$ cat src/design/scfg_regs.svh
`ifndef SCFG_REGS_SVH
`define SCFG_REGS_SVH

// Configuration word
`define SCFG_WORD_W 14
`define SCFG_M_W 9
`define SCFG_N_W 2
`define SCFG_T_W 3
`define SCFG_M_LSB 0
`define SCFG_N_LSB 9
`define SCFG_T_LSB 11
`define SCFG_RST_M 9'h1ff
`define SCFG_RST_N 2'h3
`define SCFG_RST_T 3'h0

// Reference prescaler and loop
`define SCFG_REF_PRESCALE 16
`define SCFG_HALF_PER_M 8
`define SCFG_CREDIT_W 16

// Post-divider codes and ratios
`define SCFG_N_DIV2 2'h0
`define SCFG_N_DIV4 2'h1
`define SCFG_N_DIV8 2'h2
`define SCFG_N_DIV1 2'h3
`define SCFG_RATIO_W 4

// Serial link timing
`define SCFG_ACLK_PERIOD_NS 100
`define SCFG_SCLK_PERIOD_NS 800
`define SCFG_SCLK_HALF_CYC (`SCFG_SCLK_PERIOD_NS / (2 * `SCFG_ACLK_PERIOD_NS))

// Host register map
`define SCFG_A_CTRL 4'h0
`define SCFG_A_WORD 4'h4
`define SCFG_A_CMD 4'h8
`define SCFG_A_STATUS 4'hc
`define SCFG_CTRL_OE 0
`define SCFG_CTRL_REFSEL 1
`define SCFG_CTRL_PARDRV 2
`define SCFG_CMD_SERIAL 0
`define SCFG_CMD_PARALLEL 1
`define SCFG_RST_CTRL 3'h3
`define SCFG_RESP_OKAY 2'h0
`define SCFG_RESP_SLVERR 2'h2

`endif

$ cat src/design/scfg_pkg.sv
package scfg_pkg;

  typedef struct packed {
    logic [2:0] probe;
    logic [1:0] post;
    logic [8:0] fbdiv;
  } scfg_word_s;

  typedef enum logic [2:0] {
    SCFG_H_IDLE = 3'b000,
    SCFG_H_SH_LO = 3'b001,
    SCFG_H_SH_HI = 3'b010,
    SCFG_H_LD_HI = 3'b011,
    SCFG_H_LD_LO = 3'b100,
    SCFG_H_PAR_LO = 3'b101,
    SCFG_H_PAR_HI = 3'b110
  } scfg_hstate_e;

  typedef enum logic [2:0] {
    SCFG_P_QUIET = 3'b000,
    SCFG_P_CMP = 3'b001,
    SCFG_P_REF = 3'b010,
    SCFG_P_VCO = 3'b011,
    SCFG_P_FOUT = 3'b100,
    SCFG_P_GATE = 3'b101,
    SCFG_P_SCLK = 3'b110,
    SCFG_P_SPARE = 3'b111
  } scfg_probe_e;

endpackage : scfg_pkg

$ cat src/design/scfg_link_if.sv
`timescale 1ns/1ps
interface scfg_link_if;
  logic s_clock;
  logic s_data;
  logic s_load;
  logic p_load_n;
  logic [8:0] m_drv;
  logic m_oe;
  logic [1:0] n_drv;
  logic n_oe;
  logic oe;
  logic ref_source_select;
  logic [8:0] m_pin;
  logic [1:0] n_pin;
  logic fout_p;
  logic fout_n;
  logic test_out;

  // Undriven divider pins pull up to one
  assign m_pin = m_oe ? m_drv : 9'h1ff;
  assign n_pin = n_oe ? n_drv : 2'h3;

  modport host (
    output s_clock, s_data, s_load, p_load_n, m_drv, m_oe, n_drv, n_oe,
    output oe, ref_source_select,
    input fout_p, fout_n, test_out
  );
  modport dev (
    input s_clock, s_data, s_load, p_load_n, m_pin, n_pin, oe,
    input ref_source_select,
    output fout_p, fout_n, test_out
  );
endinterface : scfg_link_if

$ cat src/design/scfg_div.sv
`timescale 1ns/1ps
module scfg_div
  import scfg_pkg::*;
#(
  parameter int DIV = 16,
  parameter int W = 5
)(
  input wire logic aclk,
  input wire logic aresetn,
  input wire logic tick_in,
  output logic tick_out,
  output logic toggle_out
);
  logic [W-1:0] cnt_q;
  logic [W-1:0] cnt_d;
  logic tick_d;
  logic tog_d;

  // Counts input ticks, pulses once every DIV of them
  always_comb
  begin
    cnt_d = cnt_q;
    tick_d = 1'b0;
    tog_d = toggle_out;
    if (tick_in)
    begin
      if (cnt_q >= W'(DIV - 1))
      begin
        cnt_d = '0;
        tick_d = 1'b1;
        tog_d = ~toggle_out;
      end
      else
        cnt_d = cnt_q + W'(1);
    end
  end

  always_ff @(posedge aclk)
  begin
    if (!aresetn)
    begin
      cnt_q <= '0;
      tick_out <= 1'b0;
      toggle_out <= 1'b0;
    end
    else
    begin
      cnt_q <= cnt_d;
      tick_out <= tick_d;
      toggle_out <= tog_d;
    end
  end
endmodule : scfg_div

$ cat src/design/scfg_host.sv
// Implementation choices: the address map and the AXI4-Lite register port.
`timescale 1ns/1ps
`include "scfg_regs.svh"
module scfg_host
  import scfg_pkg::*;
(
  input wire logic aclk,
  input wire logic aresetn,
  input wire logic [3:0] s_axi_awaddr,
  input wire logic s_axi_awvalid,
  output logic s_axi_awready,
  input wire logic [31:0] s_axi_wdata,
  input wire logic [3:0] s_axi_wstrb,
  input wire logic s_axi_wvalid,
  output logic s_axi_wready,
  output logic [1:0] s_axi_bresp,
  output logic s_axi_bvalid,
  input wire logic s_axi_bready,
  input wire logic [3:0] s_axi_araddr,
  input wire logic s_axi_arvalid,
  output logic s_axi_arready,
  output logic [31:0] s_axi_rdata,
  output logic [1:0] s_axi_rresp,
  output logic s_axi_rvalid,
  input wire logic s_axi_rready,
  scfg_link_if.host link
);
  logic aw_got_q, aw_got_d, w_got_q, w_got_d;
  logic [3:0] awaddr_q, awaddr_d;
  logic [31:0] wdata_q, wdata_d, wmask;
  logic awready_d, wready_d, bvalid_d, arready_d, rvalid_d;
  logic [1:0] bresp_d, rresp_d;
  logic [31:0] rdata_d;
  logic [2:0] ctrl_q, ctrl_d;
  logic [`SCFG_WORD_W-1:0] word_q, word_d, sh_q, sh_d;
  logic [3:0] bits_q, bits_d;
  scfg_hstate_e st_q, st_d;
  logic cmd_ser, cmd_par, step;
  logic sclk_d, sdat_d, sload_d, pload_d, drv_d;
  logic [`SCFG_WORD_W-1:0] out_d, out_q;
  logic pace_en;

  // Pacer idles between transfers holding a count of one, so after a transfer the next first step is one cycle short
  assign pace_en = (st_q != SCFG_H_IDLE);

  // Pacing of link steps, one half shift-clock period each
  scfg_div #(
    .DIV(`SCFG_SCLK_HALF_CYC),
    .W(4)
  ) u_pace (
    .aclk(aclk),
    .aresetn(aresetn),
    .tick_in(pace_en),
    .tick_out(step),
    .toggle_out()
  );

  // Register slave
  always_comb
  begin
    aw_got_d = aw_got_q;
    w_got_d = w_got_q;
    awaddr_d = awaddr_q;
    wdata_d = wdata_q;
    bvalid_d = s_axi_bvalid && !s_axi_bready;
    bresp_d = s_axi_bresp;
    ctrl_d = ctrl_q;
    word_d = word_q;
    cmd_ser = 1'b0;
    cmd_par = 1'b0;
    wmask = {{8{s_axi_wstrb[3]}}, {8{s_axi_wstrb[2]}},
             {8{s_axi_wstrb[1]}}, {8{s_axi_wstrb[0]}}};
    if (s_axi_awvalid && s_axi_awready)
    begin
      aw_got_d = 1'b1;
      awaddr_d = s_axi_awaddr;
    end
    if (s_axi_wvalid && s_axi_wready)
    begin
      w_got_d = 1'b1;
      wdata_d = (wdata_q & ~wmask) | (s_axi_wdata & wmask);
    end
    if (aw_got_q && w_got_q && !s_axi_bvalid)
    begin
      aw_got_d = 1'b0;
      w_got_d = 1'b0;
      bvalid_d = 1'b1;
      bresp_d = `SCFG_RESP_OKAY;
      case (awaddr_q)
        `SCFG_A_CTRL: ctrl_d = wdata_q[2:0];
        `SCFG_A_WORD: word_d = wdata_q[`SCFG_WORD_W-1:0];
        `SCFG_A_CMD:
        begin
          cmd_ser = wdata_q[`SCFG_CMD_SERIAL];
          cmd_par = wdata_q[`SCFG_CMD_PARALLEL] && !cmd_ser;
        end
        `SCFG_A_STATUS: bresp_d = `SCFG_RESP_SLVERR;
        default: bresp_d = `SCFG_RESP_SLVERR;
      endcase
    end
    awready_d = !aw_got_d && !bvalid_d;
    wready_d = !w_got_d && !bvalid_d;
    rvalid_d = s_axi_rvalid && !s_axi_rready;
    rdata_d = s_axi_rdata;
    rresp_d = s_axi_rresp;
    if (s_axi_arvalid && s_axi_arready)
    begin
      rvalid_d = 1'b1;
      rresp_d = `SCFG_RESP_OKAY;
      case (s_axi_araddr)
        `SCFG_A_CTRL: rdata_d = {29'h0, ctrl_q};
        `SCFG_A_WORD: rdata_d = {18'h0, word_q};
        `SCFG_A_CMD: rdata_d = 32'h0;
        `SCFG_A_STATUS: rdata_d = {24'h0, bits_q, 1'b0, st_q};
        default:
        begin
          rdata_d = 32'h0;
          rresp_d = `SCFG_RESP_SLVERR;
        end
      endcase
    end
    arready_d = !rvalid_d;
  end

  always_ff @(posedge aclk)
  begin
    if (!aresetn)
    begin
      aw_got_q <= 1'b0;
      w_got_q <= 1'b0;
      awaddr_q <= 4'h0;
      wdata_q <= 32'h0;
      s_axi_awready <= 1'b0;
      s_axi_wready <= 1'b0;
      s_axi_bvalid <= 1'b0;
      s_axi_bresp <= 2'h0;
      s_axi_arready <= 1'b0;
      s_axi_rvalid <= 1'b0;
      s_axi_rdata <= 32'h0;
      s_axi_rresp <= 2'h0;
      ctrl_q <= `SCFG_RST_CTRL;
      word_q <= {`SCFG_RST_T, `SCFG_RST_N, `SCFG_RST_M};
    end
    else
    begin
      aw_got_q <= aw_got_d;
      w_got_q <= w_got_d;
      awaddr_q <= awaddr_d;
      wdata_q <= wdata_d;
      s_axi_awready <= awready_d;
      s_axi_wready <= wready_d;
      s_axi_bvalid <= bvalid_d;
      s_axi_bresp <= bresp_d;
      s_axi_arready <= arready_d;
      s_axi_rvalid <= rvalid_d;
      s_axi_rdata <= rdata_d;
      s_axi_rresp <= rresp_d;
      ctrl_q <= ctrl_d;
      word_q <= word_d;
    end
  end

  // Link sequencer
  always_comb
  begin
    st_d = st_q;
    sh_d = sh_q;
    bits_d = bits_q;
    sclk_d = link.s_clock;
    sdat_d = link.s_data;
    sload_d = link.s_load;
    pload_d = link.p_load_n;
    out_d = out_q;
    drv_d = link.m_oe;
    case (st_q)
      SCFG_H_IDLE:
        if (cmd_ser)
        begin
          sh_d = word_q;
          bits_d = 4'(`SCFG_WORD_W);
          sdat_d = word_q[`SCFG_WORD_W-1];
          st_d = SCFG_H_SH_LO;
        end
        else if (cmd_par)
        begin
          out_d = word_q;
          drv_d = ctrl_q[`SCFG_CTRL_PARDRV];
          pload_d = 1'b0;
          st_d = SCFG_H_PAR_LO;
        end
      SCFG_H_SH_LO:
        if (step)
        begin
          sclk_d = 1'b1;
          st_d = SCFG_H_SH_HI;
        end
      SCFG_H_SH_HI:
        if (step)
        begin
          sclk_d = 1'b0;
          sh_d = {sh_q[`SCFG_WORD_W-2:0], 1'b0};
          bits_d = bits_q - 4'h1;
          sdat_d = sh_q[`SCFG_WORD_W-2];
          if (bits_q == 4'h1)
          begin
            sload_d = 1'b1;
            st_d = SCFG_H_LD_HI;
          end
          else
            st_d = SCFG_H_SH_LO;
        end
      SCFG_H_LD_HI:
        if (step)
        begin
          sload_d = 1'b0;
          st_d = SCFG_H_LD_LO;
        end
      SCFG_H_LD_LO:
        if (step)
          st_d = SCFG_H_IDLE;
      SCFG_H_PAR_LO:
        if (step)
        begin
          pload_d = 1'b1;
          st_d = SCFG_H_PAR_HI;
        end
      SCFG_H_PAR_HI:
        if (step)
          st_d = SCFG_H_IDLE;
      default: st_d = SCFG_H_IDLE;
    endcase
  end

  always_ff @(posedge aclk)
  begin
    if (!aresetn)
    begin
      st_q <= SCFG_H_PAR_LO;
      sh_q <= '0;
      bits_q <= 4'h0;
      out_q <= '0;
      link.s_clock <= 1'b0;
      link.s_data <= 1'b0;
      link.s_load <= 1'b0;
      link.p_load_n <= 1'b0;
      link.m_oe <= 1'b0;
      link.n_oe <= 1'b0;
      link.m_drv <= '0;
      link.n_drv <= '0;
      link.oe <= 1'b0;
      link.ref_source_select <= 1'b1;
    end
    else
    begin
      st_q <= st_d;
      sh_q <= sh_d;
      bits_q <= bits_d;
      out_q <= out_d;
      link.s_clock <= sclk_d;
      link.s_data <= sdat_d;
      link.s_load <= sload_d;
      link.p_load_n <= pload_d;
      link.m_oe <= drv_d;
      link.n_oe <= drv_d;
      link.m_drv <= out_d[`SCFG_N_LSB-1:`SCFG_M_LSB];
      link.n_drv <= out_d[`SCFG_T_LSB-1:`SCFG_N_LSB];
      link.oe <= ctrl_q[`SCFG_CTRL_OE];
      link.ref_source_select <= ctrl_q[`SCFG_CTRL_REFSEL];
    end
  end
endmodule : scfg_host

$ cat src/flat_wrapper.sv
// flat-port wrapper written by rule: the top's interface ports become plain ports
module scfg_host_flat import scfg_pkg::*;
  (aclk, aresetn, s_axi_awaddr, s_axi_awvalid, s_axi_awready, s_axi_wdata, s_axi_wstrb, s_axi_wvalid, s_axi_wready, s_axi_bresp, s_axi_bvalid, s_axi_bready, s_axi_araddr, s_axi_arvalid, s_axi_arready, s_axi_rdata, s_axi_rresp, s_axi_rvalid, s_axi_rready, link_s_clock, link_s_data, link_s_load, link_p_load_n, link_m_drv, link_m_oe, link_n_drv, link_n_oe, link_oe, link_ref_source_select, link_fout_p, link_fout_n, link_test_out);
  scfg_link_if link_i ();
  input wire logic aclk;
  input wire logic aresetn;
  input wire logic [3:0] s_axi_awaddr;
  input wire logic s_axi_awvalid;
  output logic s_axi_awready;
  input wire logic [31:0] s_axi_wdata;
  input wire logic [3:0] s_axi_wstrb;
  input wire logic s_axi_wvalid;
  output logic s_axi_wready;
  output logic [1:0] s_axi_bresp;
  output logic s_axi_bvalid;
  input wire logic s_axi_bready;
  input wire logic [3:0] s_axi_araddr;
  input wire logic s_axi_arvalid;
  output logic s_axi_arready;
  output logic [31:0] s_axi_rdata;
  output logic [1:0] s_axi_rresp;
  output logic s_axi_rvalid;
  input wire logic s_axi_rready;
  output wire logic [$bits(link_i.s_clock)-1:0] link_s_clock;
  output wire logic [$bits(link_i.s_data)-1:0] link_s_data;
  output wire logic [$bits(link_i.s_load)-1:0] link_s_load;
  output wire logic [$bits(link_i.p_load_n)-1:0] link_p_load_n;
  output wire logic [$bits(link_i.m_drv)-1:0] link_m_drv;
  output wire logic [$bits(link_i.m_oe)-1:0] link_m_oe;
  output wire logic [$bits(link_i.n_drv)-1:0] link_n_drv;
  output wire logic [$bits(link_i.n_oe)-1:0] link_n_oe;
  output wire logic [$bits(link_i.oe)-1:0] link_oe;
  output wire logic [$bits(link_i.ref_source_select)-1:0] link_ref_source_select;
  input wire logic [$bits(link_i.fout_p)-1:0] link_fout_p;
  input wire logic [$bits(link_i.fout_n)-1:0] link_fout_n;
  input wire logic [$bits(link_i.test_out)-1:0] link_test_out;
  assign link_s_clock = link_i.s_clock;
  assign link_s_data = link_i.s_data;
  assign link_s_load = link_i.s_load;
  assign link_p_load_n = link_i.p_load_n;
  assign link_m_drv = link_i.m_drv;
  assign link_m_oe = link_i.m_oe;
  assign link_n_drv = link_i.n_drv;
  assign link_n_oe = link_i.n_oe;
  assign link_oe = link_i.oe;
  assign link_ref_source_select = link_i.ref_source_select;
  assign link_i.fout_p = link_fout_p;
  assign link_i.fout_n = link_fout_n;
  assign link_i.test_out = link_test_out;
  scfg_host u_core (.aclk(aclk), .aresetn(aresetn), .s_axi_awaddr(s_axi_awaddr), .s_axi_awvalid(s_axi_awvalid), .s_axi_awready(s_axi_awready), .s_axi_wdata(s_axi_wdata), .s_axi_wstrb(s_axi_wstrb), .s_axi_wvalid(s_axi_wvalid), .s_axi_wready(s_axi_wready), .s_axi_bresp(s_axi_bresp), .s_axi_bvalid(s_axi_bvalid), .s_axi_bready(s_axi_bready), .s_axi_araddr(s_axi_araddr), .s_axi_arvalid(s_axi_arvalid), .s_axi_arready(s_axi_arready), .s_axi_rdata(s_axi_rdata), .s_axi_rresp(s_axi_rresp), .s_axi_rvalid(s_axi_rvalid), .s_axi_rready(s_axi_rready), .link(link_i));
endmodule
$ cat config.mk
export PLATFORM = sky130hd
export DESIGN_NAME = scfg_host_flat
export DESIGN_NICKNAME = d
export VERILOG_FILES = /design/src/design/scfg_pkg.sv /design/src/design/scfg_link_if.sv /design/src/design/scfg_div.sv /design/src/design/scfg_host.sv /design/src/flat_wrapper.sv
export VERILOG_INCLUDE_DIRS = /design/src /design/src/design
export SDC_FILE = /design/constraint.sdc
export NUM_CORES = 1
export LEC_CHECK = 0
export ABC_AREA = 1
export BUFFER_PORTS_ARGS = -buffer_cell sky130_fd_sc_hd__buf_2
export CORE_UTILIZATION = 53
export DETAILED_ROUTE_END_ITERATION = 8
export PLACE_DENSITY = 0.82
export SLEW_MARGIN = 15
export SYNTH_ARGS = -nofsm -noshare
export SYNTH_HDL_FRONTEND = slang
export SYNTH_HIERARCHICAL = 1
export SYNTH_SLANG_ARGS = --single-unit
$ cat constraint.sdc
create_clock -name aclk -period 1.43 [get_ports aclk]
set_input_delay 0.2145 -clock aclk [delete_from_list [all_inputs] [get_ports aclk]]
set_output_delay 0.2145 -clock aclk [all_outputs]
set_load 0.01 [all_outputs]
==> summary.md <==
| Metric | Value |
|---|---|
| Status | `completed` |
| Power Dens Cells | `around 1100 nW/µm²` |
| Utilization after layout | `0.662` |
| Fin Hold WS | `~110 ps` |
| Skew final | `10.3 ps` |
| Int Power | `between 3 and 4 mW` |
| DR WL/cell | `around 13 µm` |
| Vias | `3978` |
| Pins Over Slew Limit | `0` |
| Nets | `~700` |
| CTS Buf Count | `9` |
| Die area | `~8500 µm²` |
| ANT cells | `0` |
| WS Path Type | `reg -> reg` |
| Die width | `between 90 and 100 µm` |
| Layout cell share with drive strength beyond 1 | `0.243` |
| Comb pwr share | `0.149` |
| CTS tree | `done` |
| CTS clk-pin slew, worst paths | `approximately 100 ps` |
| Largest stage delay on the critical path | `360 ps` |
| Worst reg2reg path endpoint | `u_core/sh_q[9]` |
| DRT iter0 DRCs | `around 280` |
| Psw | `approximately 1.6 mW` |
| Hold Path Class | `in -> reg` |
| Worst Setup End Kind | `flop` |
| Flop2flop setup slack | `between 20 and 30 ps` |
| Crit start category | `flop` |
| CP delay by family, top | `simple AND/OR/NAND/NOR gates` |
| Worst hold path stage count | `3` |
| Vias in the first global route | `between 3000 and 4000` |
| Hpwl dp | `about 7000 µm` |
| GRT overflow | `0` |
| Leak | `2.41 nW` |
| Hold path start | `s_axi_wdata[8]` |
| Drt first pass iters | `6` |
| FF-to-FF path depth | `9` |
| First-pass GRT wire length | `16000 µm` |
| DR vias/cell | `~5.3` |
| CP required | `between 1500 and 2000 ps` |
| Final setup fails | `0` |
| Clock Root Buffer | `clkbuf_8` |
| Critical path peak fanout | `13` |
| Arrival @ worst endpoint | `around 1700 ps` |
| Reg power frac | `0.542` |
| Clock power frac | `0.308` |
| Core area | `approximately 8000 µm²` |
| Clk buf depth | `2` |
| Number of max-cap violations | `0` |
| H-tree depth | `3` |
| Total Power | `about 5.6 mW` |
| GRT Overall Usage | `0.236` |
| Syn Area/Cell | `7.75 µm²` |
| Placed cell areas | `roughly 4800 µm²` |
| IO buf count | `70` |
| DRC | `0` |
| Io pins | `about 110` |
| Worst reg2reg startpoint | `u_core/s_axi_bvalid` |
| Die H | `slightly above 90 µm` |
| Fin area | `5160 µm²` |
| Final RePlAce weighted congestion | `approximately 0.8` |
| Row Count | `32` |
| Area Overhead vs Synth | `19.2%` |
| Syn Inst Count | `around 560` |
| Post-route ant nets | `0` |
| DP Worst Slack | `~12 ps` |
| Max frequency | `712 MHz` |
| Buf/Inv on CP | `2` |
| Hold buffer count at CTS | `0` |
| Switching share of power | `0.292` |
| Drt total wl | `10000 µm` |
| Final-report hold violation count | `0` |
| Critical-path cell list | `inv_2 -> nand3_2 -> nor2_1 -> nand2_2 -> nor2_4 -> nor2_4 -> buf_12 -> nor2_1 -> nor2_1` |
| Clk_lat worst skew | `about 360 ps` |
| # clock sinks | `101` |
| Mapped Area | `approximately 4300 µm²` |
| Most used cell, CP | `nor2_1` |
| Ys Warns | `6` |
| Initial Util | `0.555` |
| Crit-path slowest cell | `dfxtp_1` |
| Largest net degree at the start of global routing | `40` |
| Final min period | `1400 ps` |
| Antenna violations before repair | `0` |
| Setup WS post-layout | `between 20 and 30 ps` |
| Period utilisation layout | `0.982` |
| Setup repair after global routing missed its margin | `true` |
| Worst VDD drop | `~0.74 mV` |
==> layout by cell type (no fill, tap or decap), types with 4 or more instances in the layout <==
master and instances:
a21oi_1 58, buf_2 70, buf_4 29, clkbuf_8 10, conb_1 20, dfxtp_1 96
inv_1 49, inv_2 5, nand2_1 96, nand2_2 4, nand2_4 5, nand3_1 34
nand4_1 7, nor2_1 48, nor2_4 6, o211ai_1 14, o21ai_0 49, o21ai_1 9
o22ai_1 4
==> layer usage <==
metal / up-vias / share of wire / wire, µm / global-route usage
li1: 1978 / - / - / -
met1: 1797 / 0.43 / 4350 / 0.300
met2: 182 / 0.48 / 4800 / 0.394
met3: 21 / 0.066 / 659 / 0.0369
met4: 0 / 0.023 / 227 / 0.108
met5: - / 0 / 0 / 0
==> how the worst max path moves through the flow <==
stage	from	slack [ps]	end	depth (start not counted)
3_3_place_gp	u_core/s_axi_bvalid	40	u_core/bits_q[1]	9
5_1_grt	u_core/s_axi_bvalid	-90	u_core/sh_q[9]	9
2_1_floorplan	u_core/s_axi_bvalid	110	u_core/sh_q[4]	9
4_1_cts	u_core/awaddr_q[2]	10	u_core/sh_q[2]	9
3_5_place_dp	u_core/s_axi_bvalid	10	u_core/bits_q[1]	9
6_report	u_core/s_axi_bvalid	30	u_core/sh_q[9]	9
==> worst min-delay path, delay by kind of cell <==
kind | cells | cell delay, ps
buffers and inverters | 1 | 70
AO/OA/AOI/OAI | 2 | 170
==> metrics by stage <==
stage,setup TNS (ps),std cells
2_1_floorplan,0,578
6_report,0,757
3_5_place_dp,0,727
5_1_grt,-884,757
3_3_place_gp,0,727
4_1_cts,0,744
==> cell type report <==
cell class	count	area, µm²
clock buffer	10	138
clock inverter	6	52.6
fill	644	2640
inverter	57	219
multi-input combinational	378	1960
sequential	101	2040
tap	102	128
timing repair buffer	103	631
==> power groups by stage <==
stage / Clock [mW] / Sequential [mW] / Combinational, mW
floorplan: 0 / 3.09 / 0.605
global placement: 0 / 3.09 / 0.764
detailed placement: 0 / 3.10 / 0.786
CTS: 1.76 / 3.04 / 0.791
global route: 1.88 / 3.06 / 0.942
finish: 1.73 / 3.05 / 0.839
==> what timing repair did <==
item,in CTS,in global routing
gates resized for setup,0,30
endpoints found under the setup margin,1,35
cloned,0,1
buffers inserted,1,12
pin swaps,1,12
No activity file was read; power rests on OpenSTA's default activity.
